File: src/shared/adm_pkg.sv
package adm_pkg;
   localparam int NIB_W         = 4;
   localparam int NIBBLES       = 16;
   localparam int RAM_W         = NIB_W * NIBBLES;
   localparam int WORD_W        = 16;
   localparam int PAGE_W        = 8;
   localparam int AMT_W         = 4;
   localparam int GROUP_W       = 2;
   localparam int OSC_PERIOD_NS = 20;
   localparam int ARRAY_CLK_NS  = 160;
   localparam int OSC_PER_ARRAY = (ARRAY_CLK_NS + OSC_PERIOD_NS - 1) / OSC_PERIOD_NS;
   localparam logic [NIBBLES-1:0] CS_NONE      = 16'h0000;
   localparam logic [NIBBLES-1:0] CS_WORD_MASK = 16'h000f;
   localparam logic [NIBBLES-1:0] CS_UPPER_BYTE = 16'h0003;
   localparam logic [NIBBLES-1:0] CS_LOWER_BYTE = 16'h000c;
   localparam logic [WORD_W-1:0]  WORD_RESET   = 16'h0000;
   localparam logic [PAGE_W-1:0]  PAGE_RESET   = 8'h00;
   localparam logic [RAM_W-1:0]   RAM_RESET    = 64'h0000_0000_0000_0000;

   typedef enum logic [1:0] {
      ADM_MODE_NORMAL    = 2'b00,
      ADM_MODE_TO_PAR    = 2'b01,
      ADM_MODE_TO_SHADOW = 2'b10
   } adm_copy_mode_t;
endpackage : adm_pkg
File: src/hw/adm_datapath.sv
`timescale 1ns/1ps
`default_nettype none
module adm_datapath #(
   parameter int OSC_PER_CYCLE = adm_pkg::OSC_PER_ARRAY
) (
   input  wire logic                       clk_i,
   input  wire logic                       rst_i,
   input  wire logic [adm_pkg::AMT_W-1:0]  mem_addr_lo_i,
   input  wire logic                       memory_enable_n_i,
   input  wire logic                       host_window_hit_n_i,
   input  wire logic                       host_io_match_n_i,
   input  wire logic                       halt_i,
   input  wire logic                       host_write_n_i,
   input  wire logic                       host_ds0_n_i,
   input  wire logic                       host_ds1_n_i,
   input  wire logic                       array_write_i,
   input  wire logic                       mem_read_cfg_i,
   input  wire logic                       data_src_load_i,
   input  wire logic                       load_addr_bit_n_i,
   input  wire logic                       load_page_bit_n_i,
   input  wire logic                       load_data_bit_n_i,
   input  wire logic [adm_pkg::WORD_W-1:0] addr_bus_i,
   input  wire logic [adm_pkg::WORD_W-1:0] data_bus_i,
   input  wire logic [adm_pkg::RAM_W-1:0]  ram_data_i,
   input  wire logic [adm_pkg::WORD_W-1:0] host_data_i,
   input  wire logic                       copy_to_parallel_mode_n_i,
   input  wire logic                       copy_to_shadow_mode_n_i,
   input  wire logic                       par_copy_clk_n_i,
   input  wire logic                       shadow_chain_clk_n_i,
   input  wire logic                       ucode_read_i,
   input  wire logic                       ucode_write_i,
   input  wire logic                       chain_sdi_i,
   output logic                            chain_sdo_o,
   output logic                            array_clk_o,
   output logic                            mem_write_strobe_n_o,
   output logic [adm_pkg::NIBBLES-1:0]     chip_sel_o,
   output logic [adm_pkg::RAM_W-1:0]       ram_data_o,
   output logic                            wr_rot_oe_o,
   output logic                            rd_rot_oe_o,
   output logic                            host_xcvr_oe_o,
   output logic [adm_pkg::WORD_W-1:0]      host_data_o,
   output logic                            addr_reg_clock_o,
   output logic                            page_reg_clock_o,
   output logic                            data_reg_clock_o,
   output logic                            shadow_clock_o,
   output logic                            combined_mode_o,
   output logic [adm_pkg::WORD_W-1:0]      mem_addr_reg_o,
   output logic [adm_pkg::PAGE_W-1:0]      page_reg_o,
   output logic [adm_pkg::WORD_W-1:0]      mem_data_reg_o
);
   localparam int PH_W = $clog2(OSC_PER_CYCLE + 1);
   localparam logic [PH_W-1:0] PH_LAST = PH_W'(OSC_PER_CYCLE - 1);
   localparam logic [PH_W-1:0] PH_HALF = PH_W'(OSC_PER_CYCLE / 2);

   // array cycle phase, one count per oscillator period
   logic [PH_W-1:0] phase_q, phase_d;
   logic            arr_clk_q, arr_clk_d;

   // host access qualifiers, array clock edge and copy mode
   logic host_acc, host_strobe, array_rise;
   adm_pkg::adm_copy_mode_t mode;

   // edge history of the host copy clocks
   logic pcc_prev_q, pcc_prev_d, scc_prev_q, scc_prev_d;
   logic par_copy_rise, shadow_rise;

   // parallel and shadow registers
   logic [adm_pkg::WORD_W-1:0] addr_q, addr_d, data_q, data_d;
   logic [adm_pkg::PAGE_W-1:0] page_q, page_d;
   logic [adm_pkg::WORD_W-1:0] addr_sh_q, addr_sh_d, data_sh_q, data_sh_d;
   logic [adm_pkg::PAGE_W-1:0] page_sh_q, page_sh_d;
   logic [adm_pkg::WORD_W-1:0] data_norm;
   logic ld_addr, ld_page, ld_data;

   // registered outputs
   logic                         strobe_n_q, strobe_n_d;
   logic [adm_pkg::NIBBLES-1:0]  cs_q, cs_d;
   logic [adm_pkg::RAM_W-1:0]    ram_q, ram_d;
   logic                         wr_oe_q, wr_oe_d, rd_oe_q, rd_oe_d, xcvr_q, xcvr_d;
   logic [adm_pkg::WORD_W-1:0]   hdata_q, hdata_d;
   logic                         aclk_q, aclk_d, pclk_q, pclk_d, dclk_q, dclk_d, sclk_q, sclk_d;
   logic                         cmode_q, cmode_d;

   // rotator paths
   logic [adm_pkg::RAM_W-1:0]    rd_rot, wr_rot;
   logic [2*adm_pkg::NIBBLES-1:0] cs_wrap;
   logic [adm_pkg::GROUP_W-1:0]  grp;
   logic [adm_pkg::WORD_W-1:0]   grp_word;

   adm_rotator #(
      .NIB   (adm_pkg::NIB_W),
      .NIBS  (adm_pkg::NIBBLES),
      .AMT_W (adm_pkg::AMT_W)
   ) u_rd_rot (
      .data_i (ram_data_i),
      .amt_i  (mem_addr_lo_i),
      .left_i (1'b0),
      .data_o (rd_rot)
   );

   adm_rotator #(
      .NIB   (adm_pkg::NIB_W),
      .NIBS  (adm_pkg::NIBBLES),
      .AMT_W (adm_pkg::AMT_W)
   ) u_wr_rot (
      .data_i ({4{data_q}}),
      .amt_i  (mem_addr_lo_i),
      .left_i (1'b1),
      .data_o (wr_rot)
   );

   // shared decode
   always_comb begin
      host_acc      = !host_window_hit_n_i && halt_i && host_io_match_n_i;
      host_strobe   = !host_ds0_n_i || !host_ds1_n_i;
      array_rise    = (phase_q == PH_LAST);
      par_copy_rise = !pcc_prev_q && par_copy_clk_n_i;
      shadow_rise   = !scc_prev_q && shadow_chain_clk_n_i;
      if (!copy_to_parallel_mode_n_i) begin
         mode = adm_pkg::ADM_MODE_TO_PAR;
      end else if (!copy_to_shadow_mode_n_i) begin
         mode = adm_pkg::ADM_MODE_TO_SHADOW;
      end else begin
         mode = adm_pkg::ADM_MODE_NORMAL;
      end
   end

   // array clock divider
   always_comb begin
      phase_d   = array_rise ? '0 : phase_q + PH_W'(1);
      arr_clk_d = (phase_d < PH_HALF);
   end

   always_ff @(posedge clk_i or posedge rst_i) begin
      if (rst_i) begin
         phase_q   <= '0;
         arr_clk_q <= 1'b0;
      end else begin
         phase_q   <= phase_d;
         arr_clk_q <= arr_clk_d;
      end
   end

   // register loading and the shadow chain
   always_comb begin
      ld_addr   = (array_rise && !load_addr_bit_n_i) || (par_copy_rise && !ucode_read_i);
      ld_page   = (array_rise && !load_page_bit_n_i) || (par_copy_rise && !ucode_read_i);
      ld_data   = (array_rise && !load_data_bit_n_i) || (par_copy_rise && !ucode_read_i);
      data_norm = data_src_load_i ? data_bus_i : rd_rot[adm_pkg::WORD_W-1:0];
      pcc_prev_d = par_copy_clk_n_i;
      scc_prev_d = shadow_chain_clk_n_i;
      addr_d    = addr_q;
      page_d    = page_q;
      data_d    = data_q;
      addr_sh_d = addr_sh_q;
      page_sh_d = page_sh_q;
      data_sh_d = data_sh_q;
      if (mode == adm_pkg::ADM_MODE_TO_PAR) begin
         if (ld_addr) addr_d = addr_sh_q;
         if (ld_page) page_d = page_sh_q;
         if (ld_data) data_d = data_sh_q;
      end else begin
         if (ld_addr) addr_d = addr_bus_i;
         if (ld_page) page_d = addr_bus_i[adm_pkg::PAGE_W-1:0];
         if (ld_data) data_d = data_norm;
      end
      if (shadow_rise && !ucode_write_i) begin
         case (mode)
            adm_pkg::ADM_MODE_NORMAL: begin
               page_sh_d = {page_sh_q[adm_pkg::PAGE_W-2:0], chain_sdi_i};
               addr_sh_d = {addr_sh_q[adm_pkg::WORD_W-2:0], page_sh_q[adm_pkg::PAGE_W-1]};
               data_sh_d = {data_sh_q[adm_pkg::WORD_W-2:0], addr_sh_q[adm_pkg::WORD_W-1]};
            end
            adm_pkg::ADM_MODE_TO_SHADOW: begin
               page_sh_d = page_q;
               addr_sh_d = addr_q;
               data_sh_d = data_q;
            end
            default: begin
               page_sh_d = page_sh_q;
            end
         endcase
      end
   end

   always_ff @(posedge clk_i or posedge rst_i) begin
      if (rst_i) begin
         pcc_prev_q <= 1'b1;
         scc_prev_q <= 1'b1;
         addr_q     <= adm_pkg::WORD_RESET;
         page_q     <= adm_pkg::PAGE_RESET;
         data_q     <= adm_pkg::WORD_RESET;
         addr_sh_q  <= adm_pkg::WORD_RESET;
         page_sh_q  <= adm_pkg::PAGE_RESET;
         data_sh_q  <= adm_pkg::WORD_RESET;
      end else begin
         pcc_prev_q <= pcc_prev_d;
         scc_prev_q <= scc_prev_d;
         addr_q     <= addr_d;
         page_q     <= page_d;
         data_q     <= data_d;
         addr_sh_q  <= addr_sh_d;
         page_sh_q  <= page_sh_d;
         data_sh_q  <= data_sh_d;
      end
   end

   // memory strobes, selects, rotator and transceiver enables
   always_comb begin
      grp      = mem_addr_lo_i[adm_pkg::AMT_W-1 -: adm_pkg::GROUP_W];
      grp_word = ram_data_i[int'(grp)*adm_pkg::WORD_W +: adm_pkg::WORD_W];
      // strobe only in the last period so address and selects settle first
      strobe_n_d = !((array_write_i || (host_acc && host_strobe && !host_write_n_i))
                     && (phase_d == PH_LAST));
      cs_wrap = {adm_pkg::CS_WORD_MASK, adm_pkg::CS_WORD_MASK} << mem_addr_lo_i;
      if (host_acc && host_strobe) begin
         cs_d = adm_pkg::CS_NONE;
         if (!host_ds1_n_i) begin
            cs_d = cs_d | (adm_pkg::CS_UPPER_BYTE << (int'(grp) * 4));
         end
         if (!host_ds0_n_i) begin
            cs_d = cs_d | (adm_pkg::CS_LOWER_BYTE << (int'(grp) * 4));
         end
      end else if (!memory_enable_n_i && !host_acc) begin
         cs_d = cs_wrap[2*adm_pkg::NIBBLES-1 -: adm_pkg::NIBBLES];
      end else begin
         cs_d = adm_pkg::CS_NONE;
      end
      wr_oe_d = !strobe_n_d && !host_acc;
      rd_oe_d = mem_read_cfg_i && !data_src_load_i && !host_acc;
      if (host_acc) begin
         xcvr_d = host_write_n_i ? 1'b1 : !strobe_n_d;
      end else begin
         xcvr_d = 1'b0;
      end
      // host words sit in one chip group, upper byte in the lower chips
      hdata_d = {grp_word[3:0], grp_word[7:4], grp_word[11:8], grp_word[15:12]};
      ram_d   = wr_rot;
      if (host_acc) begin
         ram_d = ram_q;
         ram_d[int'(grp)*adm_pkg::WORD_W +: adm_pkg::WORD_W] =
            {host_data_i[3:0], host_data_i[7:4], host_data_i[11:8], host_data_i[15:12]};
      end
      aclk_d  = ld_addr;
      pclk_d  = ld_page;
      dclk_d  = ld_data;
      sclk_d  = shadow_rise && !ucode_write_i;
      cmode_d = (mode != adm_pkg::ADM_MODE_NORMAL);
   end

   always_ff @(posedge clk_i or posedge rst_i) begin
      if (rst_i) begin
         strobe_n_q <= 1'b1;
         cs_q       <= adm_pkg::CS_NONE;
         ram_q      <= adm_pkg::RAM_RESET;
         wr_oe_q    <= 1'b0;
         rd_oe_q    <= 1'b0;
         xcvr_q     <= 1'b0;
         hdata_q    <= adm_pkg::WORD_RESET;
         aclk_q     <= 1'b0;
         pclk_q     <= 1'b0;
         dclk_q     <= 1'b0;
         sclk_q     <= 1'b0;
         cmode_q    <= 1'b0;
      end else begin
         strobe_n_q <= strobe_n_d;
         cs_q       <= cs_d;
         ram_q      <= ram_d;
         wr_oe_q    <= wr_oe_d;
         rd_oe_q    <= rd_oe_d;
         xcvr_q     <= xcvr_d;
         hdata_q    <= hdata_d;
         aclk_q     <= aclk_d;
         pclk_q     <= pclk_d;
         dclk_q     <= dclk_d;
         sclk_q     <= sclk_d;
         cmode_q    <= cmode_d;
      end
   end

   assign chain_sdo_o          = data_sh_q[adm_pkg::WORD_W-1];
   assign array_clk_o          = arr_clk_q;
   assign mem_write_strobe_n_o = strobe_n_q;
   assign chip_sel_o           = cs_q;
   assign ram_data_o           = ram_q;
   assign wr_rot_oe_o          = wr_oe_q;
   assign rd_rot_oe_o          = rd_oe_q;
   assign host_xcvr_oe_o       = xcvr_q;
   assign host_data_o          = hdata_q;
   assign addr_reg_clock_o     = aclk_q;
   assign page_reg_clock_o     = pclk_q;
   assign data_reg_clock_o     = dclk_q;
   assign shadow_clock_o       = sclk_q;
   assign combined_mode_o      = cmode_q;
   assign mem_addr_reg_o       = addr_q;
   assign page_reg_o           = page_q;
   assign mem_data_reg_o       = data_q;
endmodule : adm_datapath
`default_nettype wire

File: src/hw/adm_rotator.sv
`timescale 1ns/1ps
`default_nettype none
// nibble barrel rotator; left rotation is done as right by the negated amount
module adm_rotator #(
   parameter int NIB   = 4,
   parameter int NIBS  = 16,
   parameter int AMT_W = 4
) (
   input  wire logic [NIB*NIBS-1:0] data_i,
   input  wire logic [AMT_W-1:0]    amt_i,
   input  wire logic                left_i,
   output logic      [NIB*NIBS-1:0] data_o
);
   logic [AMT_W-1:0]        sh;
   logic [2*NIB*NIBS-1:0]   dbl;

   always_comb begin
      sh     = left_i ? AMT_W'(-amt_i) : amt_i;
      dbl    = {data_i, data_i} >> (int'(sh) * NIB);
      data_o = dbl[NIB*NIBS-1:0];
   end
endmodule : adm_rotator
`default_nettype wire

File: config.mk
export PLATFORM = sky130hd
export DESIGN_NAME = adm_datapath
export DESIGN_NICKNAME = d
export VERILOG_FILES = /design/src/shared/adm_pkg.sv /design/src/hw/adm_datapath.sv /design/src/hw/adm_rotator.sv
export SDC_FILE = /design/constraint.sdc
export NUM_CORES = 1
export LEC_CHECK = 0
export BUFFER_PORTS_ARGS = -buffer_cell sky130_fd_sc_hd__buf_2
export CAP_MARGIN = 20
export CORE_ASPECT_RATIO = 1.1
export CORE_MARGIN = 2
export CORE_UTILIZATION = 58
export CTS_CLUSTER_SIZE = 30
export DETAILED_ROUTE_END_ITERATION = 16
export PLACE_DENSITY = 0.91
export SLEW_MARGIN = 15
export SYNTH_ARGS = -nofsm -noshare
export SYNTH_HDL_FRONTEND = slang
export SYNTH_SLANG_ARGS = --single-unit
File: constraint.sdc
create_clock -name clk_i -period 9 [get_ports clk_i]
set_input_delay 0 -clock clk_i [delete_from_list [all_inputs] [get_ports clk_i]]
set_output_delay 0 -clock clk_i [all_outputs]
set_load 0.05 [all_outputs]
==> impl_metrics.tcl <==
set metrics [dict create \
    grt_pass1_wl_um 55300 \
    leakage_nw 6.06 \
    rsz0062_at_grt "false" \
    cp_slowest_cell "nor4b_4" \
    layout_min_cycle_time_ps 2860 \
    postCtsSetupBuffers 0 \
    die_h_um 148 \
    ys_top_cells_by_area "dfrtp_1 43%, mux4_2 19%, mux2i_1 6.1%" \
    place_congestion 0.946 \
    crit_fanout 32 \
    clk_latency_ps 450 \
    clockBufferDepth 2 \
    clockRootBuffer "clkbuf_16" \
    syn_inst 884 \
    timing.fmax_mhz 350 \
    worstPathRequired_ps 9370 \
    skew_ps 12.2 \
    clk_pin_slew_ps 70 \
    antenna_found_initial 1 \
    critPathKind "primary input to flip-flop" \
    dpl_cell_area_um2 12400 \
    track_usage_pct 35.9 \
    powerDensity_nw_per_um2 234 \
    htreeDepth 4 \
    first_iter_violations 1228 \
    overflow 0 \
    stdcell_count 1458 \
    synth_top_area_cell "dfrtp_1" \
    finalHoldViolCount 0 \
    place_ws_ps 5790 \
    die_w_um 135 \
    worstSetupStartpointType "primary input" \
    ant_nets 0 \
    cts.sinks 192 \
    grt_max_degree 132 \
    final_common_cell "buf_2" \
    ys_seq_area_share_pct 43.9 \
    wl_per_cell_um 24.4 \
    design_area_um2 13800 \
    coreArea_um2 18500 \
    syn-cell-area_um2 11000 \
    drive_gt1_share_pct 36.7 \
    nets 1353 \
    arrival_ps 3230 \
    ys.flop_type "dfrtp_1" \
    syn_nets 1035 \
    avgSynthCellArea_um2 12.4 \
    crit_path_frequent_cell "inv_1" \
    area_growth_pct 25.9 \
    grt_pass1_vias 9820 \
    synthArstFlopShare_pct 100 \
    hpwl_um 22600 \
    max_slew_margin_pct 23.2 \
    ys_ff_latch 192 \
    status "finished, final reports clean" \
    layout_common_cells "283 x buf_2, 189 x dfrtp_1, 94 x mux4_2" \
    ios 285 \
    vias_per_cell 6.84 \
    vias 9974 \
    fin_util_pct 74.7 \
    start_util_pct 59.3 \
    tns_ps 0 \
    synth-edff-count 0 \
    fillers 1114 \
    min_path_type "primary input to flip-flop" \
    fin_crit_sh_pct 31.8 \
    rows 52 \
    ir_drop_mv 0.174 \
    drc 0 \
    end_kind "flip-flop" \
    slew_violations 0 \
    routed_wl_um 35600 \
    io_buffers 284 \
    drt_pre_antenna_iters 6 \
    crit_chain "buf_2, inv_1, ha_1, inv_1, nand2_2, nor4b_4, a221o_1" \
    synth_top_area_share_pct 43.2 \
    drv_cap 0 \
    die_area_um2 20000 \
    cts_tree "built" \
    ys_types 45 \
    dp.cells 1345 \
    yosys_warnings 0 \
    cts_buffers 17 \
    worst_slew_pin_slew_ps 1150 \
    critPathMaxStageDelay_ps 970 \
    finalWorstSetupSlack_ps 6140 \
    finalSetupViolCount 0 \
]
[logic make-up after synthesis]
group           share of synthesized area, %
compound gates                          16.8
buf+inv                                 4.29
simple gates                            7.43
fa+ha+maj                               1.48
mux                                     26.0
xor+xnor                              0.0799
flops                                   43.9
[worst paths after layout]
path                             startpoint           endpoint  slack, ps  depth (start not counted)
max                        mem_addr_lo_i[2]     ram_data_o[49]       6140                          7
min                           data_bus_i[6]  mem_data_reg_o[6]         30                          4
min reg2reg                   page_reg_o[0]      page_reg_o[0]        510                          2
max in group asynchronous             rst_i        wr_rot_oe_o       7320                          4
min in group asynchronous             rst_i     ram_data_o[37]        270                          3
max reg2reg                      phase_q[1]  mem_data_reg_o[1]       6540                          6
[power by group]
part           internal, W  total [W]  switching, W
Combinational     0.000400    0.00121      0.000807
Sequential         0.00104    0.00122      0.000179
Clock             0.000442   0.000799      0.000357
[cell type report]
class	count	area, um^2	area share (%)
inverters	16	67.6	0.490
well taps	243	304	2.20
flip-flops and latches	192	4810	34.8
diodes	1	2.50	0.0181
clock buffers	18	429	3.11
multi-input cells	600	5690	41.3
repair buffers	375	2320	16.8
clock inverters	13	173	1.25
[synth_stat cells (all sizes together) (3+ instances only)]
library cell and instances:
inv 16, a21oi 62, a21boi 13, nor2 65
mux4 96, o22a 29, a221o 48, a32o 6
clkbuf 36, nor2b 6, nand3b 4, and2 23
mux2i 67, buf 40, ha 13, o21ai 43
a22oi 34, nand2 54, a211oi 13, dfrtp 189
and3 3, dfstp 3, o21a 3
[critical path: cells and delay by family]
family	cells	cell delay, ps
AOI/OAI and AO/OA	1	290
adders and majority gates	1	560
buffers and inverters	3	1090
and+or+nand+nor	2	1280
[flip-flops by register name, summed over array words and instances, names as in the netlist]
| register | count |
|---|---|
| chip_sel_o | 16 |
| phase_q | 4 |
| array_clk_o | 1 |
| addr_sh_q | 16 |
| page_sh_q | 8 |
| rd_rot_oe_o | 1 |
| mem_addr_reg_o | 16 |
| wr_rot_oe_o | 1 |
| host_data_o | 16 |
| page_reg_o | 8 |
| addr_reg_clock_o | 1 |
| host_xcvr_oe_o | 1 |
| combined_mode_o | 1 |
| shadow_clock_o | 1 |
| pcc_prev_q | 1 |
| mem_data_reg_o | 16 |
| scc_prev_q | 1 |
| mem_write_strobe_n_o | 1 |
| data_sh_q | 16 |
| data_reg_clock_o | 1 |
| ram_data_o | 64 |
| page_reg_clock_o | 1 |
[layer usage]
layer | track usage [%] | routed length [um] | vias up
met4 | 18.9 | 2100 | 0
met5 | 0 | 0 | -
met2 | 57.9 | 17100 | 893
met3 | 8.83 | 4110 | 197
li1 | - | - | 4077
met1 | 45.3 | 12300 | 4807
[timing repair]
action                                  4_1_cts  5_1_grt
hold buffers                                 78        0
endpoints found under the setup margin        0        0
hold endpoints to repair                    246        0
gates resized for setup                       0        0
[stage by stage]
stage | hold WS, ps | total power, W
6_report | 28.4 | 0.00323
5_1_grt | 69.8 | 0.00334
4_1_cts | 11.1 | 0.00320
3_5_place_dp | 115 | 0.00238
3_3_place_gp | 113 | 0.00234
2_1_floorplan | 4.48 | 0.00204
No activity file was read; power rests on OpenSTA's default activity.
